## src/shared/udesc_pkg.sv

```systemverilog
// package of descriptor constants, types and helpers for the descriptor defaults block
// Overview of operation
// - the interface descriptor reads length 09h, type 04h, number 00h, alternate 00h and 03h endpoints.
// - interface class, subclass, protocol and string index come from the loaded image, else FFh, 00h, FFh, 00h.
// - the bulk-in endpoint reads 07h, 05h, address 81h, attributes 02h and interval 00h, all fixed.
// - the bulk-out endpoint reads 07h, 05h, address 02h, attributes 02h and interval 00h, all fixed.
// - both bulk endpoints report 64 bytes at full speed, 512 at high speed and 1024 at SuperSpeed.
// - the interrupt endpoint reads 07h, 05h, address 83h, attributes 03h and packet size 10h, fixed.
// - the interrupt interval comes from the image per FS/HS, else 04h HS, 01h FS, and 06h at SuperSpeed.
// - the other-speed configuration is answered only in USB 2.0 speeds and stalled at SuperSpeed.
// - the other-speed configuration reads length 09h, type 07h, total 0027h, one interface, value 01h.
// - its string index and attributes come from the image, else 00h and 80h with bit 6 set by self powered and bit 5 by remote wakeup.
// - its maximum power comes from the image, else 01h self powered and FAh bus powered.
// - its loaded fields are those of the opposite USB 2.0 speed.
package udesc_pkg;

    typedef enum logic [1:0] {
        UDESC_FS = 2'b00,
        UDESC_HS = 2'b01,
        UDESC_SS = 2'b10
    } udesc_speed_e;

    typedef enum logic [2:0] {
        UDESC_K_IFC  = 3'b000,
        UDESC_K_EPBI = 3'b001,
        UDESC_K_EPBO = 3'b010,
        UDESC_K_EPIN = 3'b011,
        UDESC_K_OSC  = 3'b100
    } udesc_kind_e;

    // byte offsets inside the descriptors
    localparam logic [3:0] OFS_LEN      = 4'h0;
    localparam logic [3:0] OFS_TYPE     = 4'h1;
    localparam logic [3:0] OFS_IF_NUM   = 4'h2;
    localparam logic [3:0] OFS_IF_ALT   = 4'h3;
    localparam logic [3:0] OFS_IF_NEP   = 4'h4;
    localparam logic [3:0] OFS_IF_CLASS = 4'h5;
    localparam logic [3:0] OFS_IF_SUB   = 4'h6;
    localparam logic [3:0] OFS_IF_PROTO = 4'h7;
    localparam logic [3:0] OFS_IF_STR   = 4'h8;
    localparam logic [3:0] OFS_EP_ADDR  = 4'h2;
    localparam logic [3:0] OFS_EP_ATTR  = 4'h3;
    localparam logic [3:0] OFS_EP_MPSL  = 4'h4;
    localparam logic [3:0] OFS_EP_MPSH  = 4'h5;
    localparam logic [3:0] OFS_EP_IVL   = 4'h6;
    localparam logic [3:0] OFS_CF_TOTL  = 4'h2;
    localparam logic [3:0] OFS_CF_TOTH  = 4'h3;
    localparam logic [3:0] OFS_CF_NIF   = 4'h4;
    localparam logic [3:0] OFS_CF_VAL   = 4'h5;
    localparam logic [3:0] OFS_CF_STR   = 4'h6;
    localparam logic [3:0] OFS_CF_ATTR  = 4'h7;
    localparam logic [3:0] OFS_CF_PWR   = 4'h8;

    // interface descriptor
    localparam logic [7:0] IF_LEN       = 8'h09;
    localparam logic [7:0] IF_TYPE      = 8'h04;
    localparam logic [7:0] IF_NUM       = 8'h00;
    localparam logic [7:0] IF_ALT       = 8'h00;
    localparam logic [7:0] IF_NEP       = 8'h03;
    localparam logic [7:0] IF_CLASS_DEF = 8'hFF;
    localparam logic [7:0] IF_SUB_DEF   = 8'h00;
    localparam logic [7:0] IF_PROTO_DEF = 8'hFF;
    localparam logic [7:0] IF_STR_DEF   = 8'h00;

    // endpoint descriptors
    localparam logic [7:0]  EP_LEN       = 8'h07;
    localparam logic [7:0]  EP_TYPE      = 8'h05;
    localparam logic [7:0]  EPBI_ADDR    = 8'h81;
    localparam logic [7:0]  EPBO_ADDR    = 8'h02;
    localparam logic [7:0]  EP_BULK_ATTR = 8'h02;
    localparam logic [7:0]  EP_BULK_IVL  = 8'h00;
    localparam logic [15:0] MPS_FS       = 16'h0040;
    localparam logic [15:0] MPS_HS       = 16'h0200;
    localparam logic [15:0] MPS_SS       = 16'h0400;
    localparam logic [7:0]  EPIN_ADDR    = 8'h83;
    localparam logic [7:0]  EPIN_ATTR    = 8'h03;
    localparam logic [15:0] EPIN_MPS     = 16'h0010;
    localparam logic [7:0]  IVL_HS_DEF   = 8'h04;
    localparam logic [7:0]  IVL_FS_DEF   = 8'h01;
    localparam logic [7:0]  IVL_SS       = 8'h06;

    // other-speed configuration descriptor
    localparam logic [7:0]  OSC_LEN      = 8'h09;
    localparam logic [7:0]  OSC_TYPE     = 8'h07;
    localparam logic [15:0] OSC_TOTAL    = 16'h0027;
    localparam logic [7:0]  OSC_NIF      = 8'h01;
    localparam logic [7:0]  OSC_CFGV     = 8'h01;
    localparam logic [7:0]  OSC_STR_DEF  = 8'h00;
    localparam logic [7:0]  OSC_ATTR_RSV = 8'h80;
    localparam int          ATTR_SP_BIT  = 6;
    localparam int          ATTR_RW_BIT  = 5;
    localparam logic [7:0]  OSC_PWR_SELF = 8'h01;
    localparam logic [7:0]  OSC_PWR_BUS  = 8'hFA;
    localparam logic [7:0]  BYTE_NONE    = 8'h00;

    typedef struct packed {
        logic [7:0] str;
        logic [7:0] attr;
        logic [7:0] pwr;
    } udesc_cfg_s;

    // image fields handed over by the non-volatile loader
    typedef struct packed {
        logic [7:0] if_class;
        logic [7:0] if_sub;
        logic [7:0] if_proto;
        logic [7:0] if_str;
        logic [7:0] ivl_fs;
        logic [7:0] ivl_hs;
        udesc_cfg_s cfg_fs;
        udesc_cfg_s cfg_hs;
    } udesc_nvm_s;

    // values in force for the current speed
    typedef struct packed {
        logic [7:0]  if_class;
        logic [7:0]  if_sub;
        logic [7:0]  if_proto;
        logic [7:0]  if_str;
        logic [15:0] bulk_mps;
        logic [7:0]  int_ivl;
        udesc_cfg_s  osc;
        logic        osc_stall;
    } udesc_eff_s;

    typedef struct packed {
        udesc_kind_e kind;
        logic [3:0]  ofs;
    } udesc_req_s;

    typedef struct packed {
        logic       valid;
        logic       stall;
        logic [7:0] data;
    } udesc_rsp_s;

    typedef struct packed {
        udesc_speed_e speed;
        logic         nvm_held;
        logic         nvm_ok;
        udesc_nvm_s   nvm;
        udesc_rsp_s   rsp;
    } udesc_state_s;

    function automatic logic [7:0] udesc_half(input logic [15:0] v, input logic hi);
        udesc_half = hi ? v[15:8] : v[7:0];
    endfunction : udesc_half

endpackage : udesc_pkg

```

## src/hdl/udesc_speed_sel.sv

```systemverilog
// picks the speed dependent and image dependent descriptor values
`timescale 1ns/100ps
module udesc_speed_sel (
    // current state
    input  wire udesc_pkg::udesc_speed_e speed_i,
    input  wire logic                    nvm_ok_i,
    input  wire udesc_pkg::udesc_nvm_s   nvm_i,
    // configuration flags
    input  wire logic                    self_powered_i,
    input  wire logic                    rwake_en_i,
    // selected values
    output udesc_pkg::udesc_eff_s        eff_o
);
    logic [7:0] def_attr;
    logic [7:0] def_pwr;

    always_comb
    begin
        def_attr = udesc_pkg::OSC_ATTR_RSV;
        def_attr[udesc_pkg::ATTR_SP_BIT] = self_powered_i;
        def_attr[udesc_pkg::ATTR_RW_BIT] = rwake_en_i;
        def_pwr = self_powered_i ? udesc_pkg::OSC_PWR_SELF : udesc_pkg::OSC_PWR_BUS;
        eff_o.if_class = nvm_ok_i ? nvm_i.if_class : udesc_pkg::IF_CLASS_DEF;
        eff_o.if_sub   = nvm_ok_i ? nvm_i.if_sub   : udesc_pkg::IF_SUB_DEF;
        eff_o.if_proto = nvm_ok_i ? nvm_i.if_proto : udesc_pkg::IF_PROTO_DEF;
        eff_o.if_str   = nvm_ok_i ? nvm_i.if_str   : udesc_pkg::IF_STR_DEF;
        eff_o.osc.str  = udesc_pkg::OSC_STR_DEF;
        eff_o.osc.attr = def_attr;
        eff_o.osc.pwr  = def_pwr;
        eff_o.osc_stall = 1'b0;
        eff_o.bulk_mps = udesc_pkg::MPS_FS;
        eff_o.int_ivl  = udesc_pkg::IVL_FS_DEF;
        unique case (speed_i)
            udesc_pkg::UDESC_FS:
            begin
                eff_o.bulk_mps = udesc_pkg::MPS_FS;
                eff_o.int_ivl = nvm_ok_i ? nvm_i.ivl_fs : udesc_pkg::IVL_FS_DEF;
                if (nvm_ok_i)
                    eff_o.osc = nvm_i.cfg_hs;
            end
            udesc_pkg::UDESC_HS:
            begin
                eff_o.bulk_mps = udesc_pkg::MPS_HS;
                eff_o.int_ivl = nvm_ok_i ? nvm_i.ivl_hs : udesc_pkg::IVL_HS_DEF;
                if (nvm_ok_i)
                    eff_o.osc = nvm_i.cfg_fs;
            end
            udesc_pkg::UDESC_SS:
            begin
                eff_o.bulk_mps = udesc_pkg::MPS_SS;
                eff_o.int_ivl = udesc_pkg::IVL_SS;
                eff_o.osc_stall = 1'b1;
            end
            default:
            begin
                eff_o.osc_stall = 1'b1;
            end
        endcase
    end

endmodule : udesc_speed_sel

```

## src/hdl/udesc_defaults.sv

```systemverilog
// descriptor defaults: latches speed and image, answers descriptor byte requests
`timescale 1ns/100ps
module udesc_defaults (
    // clock and reset
    input  wire logic                    clk_i,
    input  wire logic                    sys_rst_i,
    // bus enumeration
    input  wire logic                    enum_done_i,
    input  wire udesc_pkg::udesc_speed_e speed_i,
    // non-volatile image
    input  wire logic                    nvm_load_i,
    input  wire logic                    nvm_ok_i,
    input  wire udesc_pkg::udesc_nvm_s   nvm_i,
    // configuration flags
    input  wire logic                    self_powered_i,
    input  wire logic                    rwake_en_i,
    // descriptor request and answer
    input  wire logic                    req_valid_i,
    input  wire udesc_pkg::udesc_req_s   req_i,
    output udesc_pkg::udesc_rsp_s        rsp_o
);
    udesc_pkg::udesc_state_s st_r;
    udesc_pkg::udesc_state_s st_nxt;
    udesc_pkg::udesc_eff_s   eff;
    logic [7:0]              byte_val;
    logic                    byte_stall;

    udesc_speed_sel udesc_speed_sel_inst (
        .speed_i        (st_r.speed),
        .nvm_ok_i       (st_r.nvm_ok),
        .nvm_i          (st_r.nvm),
        .self_powered_i (self_powered_i),
        .rwake_en_i     (rwake_en_i),
        .eff_o          (eff)
    );

    // byte of the requested descriptor at the requested offset
    always_comb
    begin
        byte_val = udesc_pkg::BYTE_NONE;
        byte_stall = 1'b0;
        unique case (req_i.kind)
            udesc_pkg::UDESC_K_IFC:
            begin
                case (req_i.ofs)
                    udesc_pkg::OFS_LEN:      byte_val = udesc_pkg::IF_LEN;
                    udesc_pkg::OFS_TYPE:     byte_val = udesc_pkg::IF_TYPE;
                    udesc_pkg::OFS_IF_NUM:   byte_val = udesc_pkg::IF_NUM;
                    udesc_pkg::OFS_IF_ALT:   byte_val = udesc_pkg::IF_ALT;
                    udesc_pkg::OFS_IF_NEP:   byte_val = udesc_pkg::IF_NEP;
                    udesc_pkg::OFS_IF_CLASS: byte_val = eff.if_class;
                    udesc_pkg::OFS_IF_SUB:   byte_val = eff.if_sub;
                    udesc_pkg::OFS_IF_PROTO: byte_val = eff.if_proto;
                    udesc_pkg::OFS_IF_STR:   byte_val = eff.if_str;
                    default:                 byte_val = udesc_pkg::BYTE_NONE;
                endcase
            end
            udesc_pkg::UDESC_K_EPBI,
            udesc_pkg::UDESC_K_EPBO:
            begin
                case (req_i.ofs)
                    udesc_pkg::OFS_LEN:     byte_val = udesc_pkg::EP_LEN;
                    udesc_pkg::OFS_TYPE:    byte_val = udesc_pkg::EP_TYPE;
                    udesc_pkg::OFS_EP_ADDR:
                    begin
                        if (req_i.kind == udesc_pkg::UDESC_K_EPBI)
                            byte_val = udesc_pkg::EPBI_ADDR;
                        else
                            byte_val = udesc_pkg::EPBO_ADDR;
                    end
                    udesc_pkg::OFS_EP_ATTR: byte_val = udesc_pkg::EP_BULK_ATTR;
                    udesc_pkg::OFS_EP_MPSL: byte_val = udesc_pkg::udesc_half(eff.bulk_mps, 1'b0);
                    udesc_pkg::OFS_EP_MPSH: byte_val = udesc_pkg::udesc_half(eff.bulk_mps, 1'b1);
                    udesc_pkg::OFS_EP_IVL:  byte_val = udesc_pkg::EP_BULK_IVL;
                    default:                byte_val = udesc_pkg::BYTE_NONE;
                endcase
            end
            udesc_pkg::UDESC_K_EPIN:
            begin
                case (req_i.ofs)
                    udesc_pkg::OFS_LEN:     byte_val = udesc_pkg::EP_LEN;
                    udesc_pkg::OFS_TYPE:    byte_val = udesc_pkg::EP_TYPE;
                    udesc_pkg::OFS_EP_ADDR: byte_val = udesc_pkg::EPIN_ADDR;
                    udesc_pkg::OFS_EP_ATTR: byte_val = udesc_pkg::EPIN_ATTR;
                    udesc_pkg::OFS_EP_MPSL: byte_val = udesc_pkg::udesc_half(udesc_pkg::EPIN_MPS, 1'b0);
                    udesc_pkg::OFS_EP_MPSH: byte_val = udesc_pkg::udesc_half(udesc_pkg::EPIN_MPS, 1'b1);
                    udesc_pkg::OFS_EP_IVL:  byte_val = eff.int_ivl;
                    default:                byte_val = udesc_pkg::BYTE_NONE;
                endcase
            end
            udesc_pkg::UDESC_K_OSC:
            begin
                byte_stall = eff.osc_stall;
                case (req_i.ofs)
                    udesc_pkg::OFS_LEN:     byte_val = udesc_pkg::OSC_LEN;
                    udesc_pkg::OFS_TYPE:    byte_val = udesc_pkg::OSC_TYPE;
                    udesc_pkg::OFS_CF_TOTL: byte_val = udesc_pkg::udesc_half(udesc_pkg::OSC_TOTAL, 1'b0);
                    udesc_pkg::OFS_CF_TOTH: byte_val = udesc_pkg::udesc_half(udesc_pkg::OSC_TOTAL, 1'b1);
                    udesc_pkg::OFS_CF_NIF:  byte_val = udesc_pkg::OSC_NIF;
                    udesc_pkg::OFS_CF_VAL:  byte_val = udesc_pkg::OSC_CFGV;
                    udesc_pkg::OFS_CF_STR:  byte_val = eff.osc.str;
                    udesc_pkg::OFS_CF_ATTR: byte_val = eff.osc.attr;
                    udesc_pkg::OFS_CF_PWR:  byte_val = eff.osc.pwr;
                    default:                byte_val = udesc_pkg::BYTE_NONE;
                endcase
                if (eff.osc_stall)
                    byte_val = udesc_pkg::BYTE_NONE;
            end
            default:
            begin
                // unknown descriptor kind is refused
                byte_stall = 1'b1;
            end
        endcase
    end

    always_comb
    begin
        st_nxt = st_r;
        if (enum_done_i)
            st_nxt.speed = speed_i;
        // image is taken once; later load pulses are ignored until reset
        if (nvm_load_i && !st_r.nvm_held)
        begin
            st_nxt.nvm_held = 1'b1;
            st_nxt.nvm_ok = nvm_ok_i;
            st_nxt.nvm = nvm_i;
        end
        st_nxt.rsp.valid = req_valid_i;
        st_nxt.rsp.stall = req_valid_i & byte_stall;
        st_nxt.rsp.data = req_valid_i ? byte_val : udesc_pkg::BYTE_NONE;
    end

    always_ff @(posedge clk_i or posedge sys_rst_i)
    begin
        if (sys_rst_i)
            st_r <= '{speed: udesc_pkg::UDESC_FS, default: '0};
        else
            st_r <= st_nxt;
    end

    assign rsp_o = st_r.rsp;
endmodule : udesc_defaults

```

## config.mk

```make
export PLATFORM = sky130hd
export DESIGN_NAME = udesc_defaults
export DESIGN_NICKNAME = d
export VERILOG_FILES = /design/src/shared/udesc_pkg.sv /design/src/hdl/udesc_speed_sel.sv /design/src/hdl/udesc_defaults.sv
export SDC_FILE = /design/constraint.sdc
export NUM_CORES = 1
export LEC_CHECK = 0
export ABC_AREA = 0
export CAP_MARGIN = 20
export CORE_UTILIZATION = 46
export DETAILED_ROUTE_END_ITERATION = 12
export DONT_BUFFER_PORTS = 1
export GPL_ROUTABILITY_DRIVEN = 0
export GPL_TIMING_DRIVEN = 0
export PLACE_DENSITY_LB_ADDON = 0.15
export SYNTH_ARGS = -nofsm -noshare
export SYNTH_HDL_FRONTEND = slang
export SYNTH_SLANG_ARGS = --single-unit
```

## constraint.sdc

```tcl
create_clock -name clk_i -period 7.25 [get_ports clk_i]
set_input_delay 1.0875 -clock clk_i [delete_from_list [all_inputs] [get_ports clk_i]]
set_output_delay 1.0875 -clock clk_i [all_outputs]
set_load 0.03 [all_outputs]
```

==> impl_metrics.env, run 1 <==
export IMPL_status="finished, violations left"
export IMPL_violations="design-rule violations"
export IMPL_grt_pass1_wl_um=22500
export IMPL_grt_usage=0.240
export IMPL_yosysTopAreaCellShare=0.498
export IMPL_cp_start_kind="primary input"
export IMPL_grt_antenna_before_repair=0
export IMPL_syn_cell_area_sq_um=5530
export IMPL_row_count=39
export IMPL_dp_hpwl_um=10700
export IMPL_cts_path_max_buffers=2
export IMPL_path_class="in2reg"
export IMPL_r2r_cells=8
export IMPL_ys_types=59
export IMPL_synth_seq_cells=110
export IMPL_crit_chain="buf_2, buf_4, nand3b_1, nor2_1, a2111oi_0, o221ai_1"
export IMPL_vias_per_cell=6.19
export IMPL_yosysMostFrequentCell="dfrtp_1"
export IMPL_clock_skew_ps=8.34
export IMPL_cp_required_ps=7440
export IMPL_pre_cts_ws_ps=4280
export IMPL_wire_per_inst_um=22.6
export IMPL_crit_buf_inv=2
export IMPL_syn_inst=469
export IMPL_cap_violations=0
export IMPL_cts_tree="yes"
export IMPL_start_util=0.478
export IMPL_crit_fanout=10
export IMPL_timing_rr_start="st_r[108]$_DFFE_PP0P_"
export IMPL_clock_tree_root_cell="clkbuf_16"
export IMPL_synthFlopType="dfrtp_1"
export IMPL_fp_dieArea_sq_um=12500
export IMPL_h_tree_depth=3
export IMPL_cp_end_kind="flip-flop"
export IMPL_synth_edf_count=0
export IMPL_worst_pin_slew_ps=938
export IMPL_finalHoldViolations=0
export IMPL_async_flop_share=1.00
export IMPL_min_path_cells=1
export IMPL_avgSynthCellArea_sq_um=11.8
export IMPL_via_count=3899
export IMPL_ys_top_cells_by_area="dfrtp_1 50%, mux2_2 20%, o21ai_0 2.5%"
export IMPL_die_h_um=112
export IMPL_drv_slew=0
export IMPL_r2r_end="rsp_o[0]$_DFF_PP0_"
export IMPL_drc=10
export IMPL_hold_end="st_r[107]$_DFFE_PP0P_"
export IMPL_hold_path_startpoint="st_r[107]$_DFFE_PP0P_"
export IMPL_postRouteAntennaNets=0
export IMPL_insertion_delay_ps=360
export IMPL_cts_resized=0
export IMPL_layout_drive_gt1_share=0.312
export IMPL_clkTransAtPathRegs_ps=70
export IMPL_drt_iter0_drc=308
export IMPL_post_cts_buffers=0
export IMPL_cts_buffers=9
export IMPL_hp_class="reg2reg"
export IMPL_finalCriticalPeriod_ps=2690
export IMPL_critical_path_top_delay_family="compound AO/OA/AOI/OAI gates"
export IMPL_cts_hold_fix_buffers=0
export IMPL_crit_path_start="req_i[0]"
export IMPL_yosysSeqAreaShare=0.498
export IMPL_slew_headroom=0.359
export IMPL_arrival_ps=2890
export IMPL_cpMaxStageDelayCell="a2111oi_0"
export IMPL_first_pass_iters=10
export IMPL_grt_start_max_net_pins=57
export IMPL_cts_num_sinks=110
export IMPL_final_net_count=601
export IMPL_area_growth_syn_to_layout_pct=8.84
export IMPL_synth_area_leader_cell="dfrtp_1"
export IMPL_drt_wl_total_um=14200
export IMPL_power_density_nw_per_um2=226
export IMPL_io_buffers=0
export IMPL_synthesis_nets=588
export IMPL_yosys_top_cells_count="110 x dfrtp_1, 96 x mux2_2, 28 x o21ai_0"
export IMPL_coreArea_sq_um=11600
export IMPL_setup_viol=0
export IMPL_slowest_delay_ps=860
export IMPL_clock_fmax_ghz=0.371
export IMPL_io_pins=123
export IMPL_tns_ps=0
export IMPL_period_share=0.372
export IMPL_power_leakage_nw=2.54
export IMPL_grt_pass1_vias=4041
export IMPL_overflow=0
export IMPL_ys_warn_count=0
export IMPL_antennaDiodeCount=0
export IMPL_fillers=1032
export IMPL_r2r_slack_ps=4580
export IMPL_setup_slack_ps=4560
export IMPL_rsz0062_at_grt="false"
export IMPL_path_depth=6
export IMPL_vdd_drop_max_mv=0.187
export IMPL_fp_dieW_um=112
==> worst max-delay path by stage <==
stage                            to  slack (ps)
3_3_place_gp   st_r[69]$_DFFE_PP0P_        2230
2_1_floorplan    rsp_o[0]$_DFF_PP0_        3260
5_1_grt          rsp_o[0]$_DFF_PP0_        4500
6_report         rsp_o[0]$_DFF_PP0_        4560
3_5_place_dp     rsp_o[7]$_DFF_PP0_        4280
4_1_cts          rsp_o[7]$_DFF_PP0_        4670
==> through the flow <==
stage	hold WS, ps	cell area, sq um	total power [mW]	instances	util
final	470	6020	1.36	630	0.521
after global routing	506	6020	1.42	630	0.521
after CTS	478	6020	1.37	629	0.520
after detailed placement	460	5740	0.912	613	0.496
after global placement	452	5710	0.905	612	0.494
after floorplan	440	5530	0.856	469	-
==> worst register-to-register path, stage by stage, from the launching register on <==
cell	delay, ps
dfrtp_1	400
inv_1	110
ha_1	260
or2_2	280
buf_2	190
a21oi_1	160
a311oi_1	60
a2111oi_0	840
o221ai_1	210
==> cell usage in the layout (no fill, tap or decap), drive strengths merged, types with 6 or more instances in the layout <==
| master | synthesis | routed |
|---|---|---|
| a22oi | 17 | 17 |
| a221o | 7 | 7 |
| inv | 9 | 10 |
| dfrtp | 110 | 110 |
| nor2 | 18 | 18 |
| o21ai | 28 | 28 |
| nand2 | 17 | 17 |
| nor2b | 6 | 6 |
| mux2 | 96 | 96 |
| buf | 28 | 30 |
| nand3 | 7 | 7 |
| clkbuf | 16 | 25 |
| a21oi | 16 | 16 |
| a31oi | 8 | 8 |
| ha | 6 | 6 |
| mux2i | 6 | 6 |
==> flip-flops by register name (all words and copies together) (netlist names) <==
register / flops
st_r: 100
rsp_o: 10
==> power by group <==
part	total [mW]	switching [mW]	internal [mW]
clock	0.459	0.225	0.233
combinational	0.186	0.0992	0.0863
sequential	0.715	0.0367	0.679
total	1.36	0.361	0.998
==> cell type report <==
cell class              count  area (sq um)  share of cell area
inverters                   9          36.3             0.00603
repair buffers              2          32.5             0.00540
multi-input cells         306          2500               0.416
flip-flops and latches    110          2750               0.457
well taps                 143           179              0.0297
plain buffers              44           241              0.0401
clock buffers               9           225              0.0374
clock inverters             7          50.0             0.00831
==> routing by layer <==
metal | up-vias | GRT usage | part of all wire | wire (um)
met1 | 1951 | 0.315 | 0.42 | 6030
li1 | 1760 | - | - | -
met2 | 168 | 0.383 | 0.47 | 6730
met4 | 0 | 0.0694 | 0.018 | 254
met5 | - | 0 | 0 | 0
met3 | 20 | 0.0757 | 0.084 | 1190
==> kinds of logic (layout without fill, tap and decap cells) <==
| logic type | after synthesis | in the layout | share of synthesized area |
|---|---|---|---|
| compound gates | 117 | 117 | 0.146 |
| flops | 110 | 110 | 0.498 |
| mux | 102 | 102 | 0.206 |
| simple gates | 80 | 80 | 0.0853 |
| buf+inv | 53 | 71 | 0.0498 |
| fa+ha+maj | 6 | 6 | 0.0136 |
| xor+xnor | 1 | 1 | 0.00158 |
No activity file was read; power rests on OpenSTA's default activity.
==> run 2: changes to the inputs <==
clock period = 2.75 ns   (was 7.25 ns; I/O delays follow)
==> impl_metrics.env, run 2 (synthesis gave the netlist of run 1 again) <==
export IMPL_first_pass_iters=9
export IMPL_grt_pass1_wl_um=22300
export IMPL_grt_usage=0.240
export IMPL_insertion_delay_ps=360
export IMPL_start_util=0.478
export IMPL_pre_cts_ws_ps=228
export IMPL_crit_fanout=9
export IMPL_io_pins=123
export IMPL_power_density_nw_per_um2=620
export IMPL_drt_iter0_drc=308
export IMPL_place_area_sq_um=5750
export IMPL_tns_ps=0
export IMPL_finalHoldViolations=0
export IMPL_worst_pin_slew_ps=1000
export IMPL_coreArea_sq_um=11600
export IMPL_violations="design-rule violations"
export IMPL_final_cell_mix="110 x dfrtp_1, 96 x mux2_2, 28 x o21ai_0"
export IMPL_drc=8
export IMPL_dp_hpwl_um=10800
export IMPL_cts_buffers=9
export IMPL_cp_required_ps=2960
export IMPL_total_power_mw=3.78
export IMPL_largest_register="st_r"
export IMPL_vdd_drop_max_mv=0.342
export IMPL_final_net_count=602
export IMPL_h_tree_depth=3
export IMPL_stdcell_area_sq_um=6090
export IMPL_area_growth_syn_to_layout_pct=10.1
export IMPL_utilization=0.527
export IMPL_post_cts_buffers=0
export IMPL_cap_violations=0
export IMPL_die_h_um=112
export IMPL_grt_antenna_before_repair=0
export IMPL_via_count=3815
export IMPL_finalCriticalPeriod_ps=2520
export IMPL_rsz0062_at_grt="false"
export IMPL_power_leakage_nw=2.56
export IMPL_path_class="reg2reg"
export IMPL_row_count=39
export IMPL_layout_drive_gt1_share=0.311
export IMPL_drv_slew=0
export IMPL_slew_headroom=0.325
export IMPL_arrival_ps=2730
export IMPL_drt_wl_total_um=14200
export IMPL_fp_dieW_um=112
export IMPL_postRouteAntennaNets=0
export IMPL_multiInputGateArea_sq_um=2500
export IMPL_clock_tree_root_cell="clkbuf_16"
export IMPL_ff_latch_area_sq_um=2750
export IMPL_largest_register_ffs=100
export IMPL_wire_per_inst_um=22.5
export IMPL_clock_fmax_ghz=0.396
export IMPL_status="finished, violations left"
export IMPL_mostFrequentLayoutCell="dfrtp_1"
export IMPL_clock_skew_ps=8.06
export IMPL_vias_per_cell=6.05
export IMPL_setup_slack_ps=227
export IMPL_cts_path_max_buffers=2
export IMPL_cts_tree="yes"
export IMPL_setup_viol=0
export IMPL_io_buffers=0
export IMPL_clkTransAtPathRegs_ps=70
export IMPL_period_share=0.918
export IMPL_overflow=0
export IMPL_hp_class="in2reg"
export IMPL_cts_num_sinks=110
export IMPL_cp_start_kind="flip-flop"
export IMPL_fillers=1010
export IMPL_antennaDiodeCount=0
export IMPL_cp_end_kind="flip-flop"
export IMPL_grt_pass1_vias=4055
export IMPL_grt_start_max_net_pins=44
export IMPL_fp_dieArea_sq_um=12500
run 2: cell type report:
class	count	share of cell area
Inverter	9	0.00616
Sequential cell	110	0.452
Tap cell	143	0.0294
Clock inverter	7	0.0162
Clock buffer	9	0.0370
Timing Repair Buffer	3	0.00822
Multi-Input combinational cell	306	0.411
Buffer	44	0.0397
run 2: worst max-delay path, cell delays in order (launching register included):
cell       delay [ps]
dfrtp_1           410
inv_1             110
ha_1              250
or2_2             280
buf_2             190
a21oi_1           160
a311oi_1           60
a2111oi_1         700
o221ai_1          200
run 2: timing repair:
item / CTS / global route
setup endpoints to repair: 0 / 1
gates resized for setup: 0 / 1
endpoints found under the hold margin: 9 / 0
hold buffers: 1 / 0
run 2: per-layer routing:
| layer | share of wire | up-vias | wire [um] | GRT usage |
|---|---|---|---|---|
| li1 | - | 1751 | - | - |
| met3 | 0.080 | 9 | 1140 | 0.0811 |
| met5 | 0 | - | 0 | 0 |
| met4 | 0.010 | 0 | 143 | 0.0658 |
| met1 | 0.43 | 1909 | 6180 | 0.313 |
| met2 | 0.48 | 146 | 6760 | 0.381 |
run 2: per-stage QoR:
stage | hold WS [ps] | cells
detailed placement | 389 | 614
floorplan | 440 | 469
global placement | 444 | 612
global route | 60.9 | 631
CTS | 68.7 | 631
finish | 79.1 | 631
run 2: final timing paths:
| path | from | end | slack [ps] | cells after the start |
|---|---|---|---|---|
| worst min-delay path | req_valid_i | rsp_o[9]$_DFF_PP0_ | 80 | 0 |
| worst max-delay path | st_r[108]$_DFFE_PP0P_ | rsp_o[0]$_DFF_PP0_ | 230 | 8 |
| max in group asynchronous | sys_rst_i | rsp_o[0]$_DFF_PP0_ | 1550 | 3 |
| worst max register to register | st_r[108]$_DFFE_PP0P_ | rsp_o[0]$_DFF_PP0_ | 230 | 8 |
| min in group asynchronous | sys_rst_i | st_r[42]$_DFFE_PP0P_ | 590 | 2 |
| worst min register to register | st_r[107]$_DFFE_PP0P_ | st_r[107]$_DFFE_PP0P_ | 470 | 1 |
run 2: where the power goes:
part           switching, mW  internal [mW]
clock network          0.599          0.799
registers             0.0965           1.79
logic                  0.264          0.231
total                  0.959           2.82
==> run 3: changes to the inputs <==
--- a/config.mk
+++ b/config.mk
@@ -7,3 +7,3 @@
 export LEC_CHECK = 0
-export ABC_AREA = 0
+export ABC_AREA = 1
 export CAP_MARGIN = 20
@@ -18 +18,2 @@
 export SYNTH_SLANG_ARGS = --single-unit
+export TNS_END_PERCENT = 20
==> constraint.sdc (replaced) <==
create_clock -name clk_i -period 2.75 [get_ports clk_i]
set_input_delay 0.275 -clock clk_i [delete_from_list [all_inputs] [get_ports clk_i]]
set_output_delay 0.275 -clock clk_i [all_outputs]
set_load 0.03 [all_outputs]
==> impl_metrics.env, run 3 <==
export IMPL_status="completed"
export IMPL_cts_path_max_buffers=2
export IMPL_coreArea_sq_um=12100
export IMPL_vias_per_cell=5.44
export IMPL_pre_cts_ws_ps=454
export IMPL_die_h_um=113
export IMPL_drv_slew=0
export IMPL_first_pass_iters=5
export IMPL_largest_register="st_r"
export IMPL_yosysSeqAreaShare=0.482
export IMPL_cts_buffers=9
export IMPL_avgSynthCellArea_sq_um=9.05
export IMPL_cp_start_kind="flip-flop"
export IMPL_syn_cell_area_sq_um=5710
export IMPL_grt_start_max_net_pins=42
export IMPL_ys_top_cells_by_area="dfrtp_1 48%, mux2_2 17%, nand2_1 9.9%"
export IMPL_crit_chain="inv_1, ha_1, clkbuf_1, nand2_1, o21ai_0, nand2_1, a31oi_1, nor2_1, nor2_1"
export IMPL_clock_skew_ps=9.46
export IMPL_clock_tree_root_cell="clkbuf_16"
export IMPL_synth_edf_count=0
export IMPL_met3_length_um=1340
export IMPL_cap_violations=0
export IMPL_rsz0062_at_grt="false"
export IMPL_io_pins=123
export IMPL_grt_pass1_vias=4488
export IMPL_period_share=0.848
export IMPL_place_area_sq_um=5970
export IMPL_arrival_ps=2620
export IMPL_synth_area_leader_cell="dfrtp_1"
export IMPL_clkTransAtPathRegs_ps=70
export IMPL_grt_usage=0.246
export IMPL_grt_antenna_before_repair=0
export IMPL_yosysMostFrequentCell="nand2_1"
export IMPL_overflow=0
export IMPL_cts_num_sinks=110
export IMPL_ys_types=24
export IMPL_finalHoldViolations=0
export IMPL_h_tree_depth=3
export IMPL_wl_met2_um=6910
export IMPL_setup_viol=0
export IMPL_dp_hpwl_um=11700
export IMPL_wire_per_inst_um=18.4
export IMPL_yosysTopAreaCellShare=0.482
export IMPL_async_flop_share=1.00
export IMPL_mostFrequentLayoutCell="nand2_1"
export IMPL_syn_inst=631
export IMPL_fp_dieArea_sq_um=12900
export IMPL_total_power_mw=3.33
export IMPL_drt_wl_total_um=15100
export IMPL_area_growth_syn_to_layout_pct=10.8
export IMPL_setup_slack_ps=417
export IMPL_stdcell_count=819
export IMPL_synthesis_nets=750
export IMPL_via_count=4457
export IMPL_synthFlopType="dfrtp_1"
export IMPL_yosys_top_cells_count="151 x nand2_1, 110 x dfrtp_1, 86 x mux2_2"
export IMPL_row_count=40
export IMPL_postRouteAntennaNets=0
export IMPL_whs_ps=31.6
export IMPL_cp_end_kind="flip-flop"
export IMPL_drc=0
export IMPL_power_density_nw_per_um2=526
export IMPL_cpMaxStageDelayCell="clkbuf_1"
export IMPL_tns_ps=0
export IMPL_synth_seq_cells=110
export IMPL_power_leakage_nw=3.41
export IMPL_largest_register_ffs=100
export IMPL_utilization=0.525
export IMPL_grt_pass1_wl_um=23700
export IMPL_clock_fmax_ghz=0.429
export IMPL_cp_required_ps=3030
export IMPL_hp_class="in2reg"
export IMPL_io_buffers=0
export IMPL_slowest_delay_ps=560
export IMPL_finalCriticalPeriod_ps=2330
export IMPL_antennaDiodeCount=0
export IMPL_start_util=0.474
export IMPL_cts_tree="yes"
export IMPL_stdcell_area_sq_um=6330
export IMPL_drt_iter0_drc=334
export IMPL_final_cell_mix="151 x nand2_1, 110 x dfrtp_1, 86 x mux2_2"
export IMPL_layout_drive_gt1_share=0.223
export IMPL_fp_dieW_um=113
export IMPL_final_net_count=765
export IMPL_worst_pin_slew_ps=810
export IMPL_path_class="reg2reg"
export IMPL_place_inst=801
export IMPL_wl_met1_um=6460
export IMPL_insertion_delay_ps=350
export IMPL_ys_warn_count=0
export IMPL_topRoutingLayerUsed="met4"
export IMPL_vdd_drop_max_mv=0.358
export IMPL_crit_fanout=10
export IMPL_slew_headroom=0.459
run 3: path summary, 6_finish.rpt:
kind / slack (ps) / endpoint / startpoint / cells after the start
max in group asynchronous: 1550 / rsp_o[4]$_DFF_PP0_ / sys_rst_i / 3
worst max register to register: 420 / rsp_o[4]$_DFF_PP0_ / st_r[108]$_DFFE_PP0P_ / 9
worst max-delay path: 420 / rsp_o[4]$_DFF_PP0_ / st_r[108]$_DFFE_PP0P_ / 9
worst min register to register: 450 / st_r[107]$_DFFE_PP0P_ / st_r[107]$_DFFE_PP0P_ / 2
worst min-delay path: 30 / st_r[109]$_DFFE_PP0P_ / enum_done_i / 1
min in group asynchronous: 540 / st_r[18]$_DFFE_PP0P_ / sys_rst_i / 2
run 3: timing repair:
| action | CTS | global route |
|---|---|---|
| resized for setup | 0 | 0 |
| endpoints found under the hold margin | 34 | 0 |
| setup buffers | 0 | 0 |
| hold buffers | 2 | 0 |
run 3: worst max-delay path, delay by kind of cell (launching register included):
kind / cells / cell delay, ps
buffers and inverters: 2 / 700
AOI/OAI and AO/OA: 2 / 450
DFF: 1 / 420
and+or+nand+nor: 4 / 420
adders and majority gates: 1 / 290
run 3: layout make-up:
cell class / count / area (sq um)
multi-input cells: 440 / 2600
clock inverters: 7 / 120
flip-flops and latches: 110 / 2750
fillers: 1139 / 5730
well taps: 168 / 210
plain buffers: 38 / 200
clock buffers: 9 / 225
inverters: 43 / 165
repair buffers: 4 / 60.1
run 3: kinds of logic (layout without fill, tap and decap cells):
logic type | Yosys count | after routing | share of synthesized area
buffers and inverters | 81 | 101 | 0.0633
flip-flops | 110 | 110 | 0.482
adder cells (fa/ha/maj) | 6 | 6 | 0.0131
AO/OA/AOI/OAI | 63 | 63 | 0.0585
multiplexers | 86 | 86 | 0.170
AND/OR/NAND/NOR | 285 | 285 | 0.214
run 3: per-layer routing:
layer  vias to the layer above  GRT usage
met5                         -          0
met4                         0      0.104
met3                        30     0.0792
met2                       214      0.382
met1                      2124      0.318
li1                       2089          -
run 3: report_power, final:
group          leakage (nW)  internal [mW]  switching (mW)
clock network         0.166          0.895           0.595
registers              1.47           1.62         0.00366
logic                  1.78         0.0555           0.157
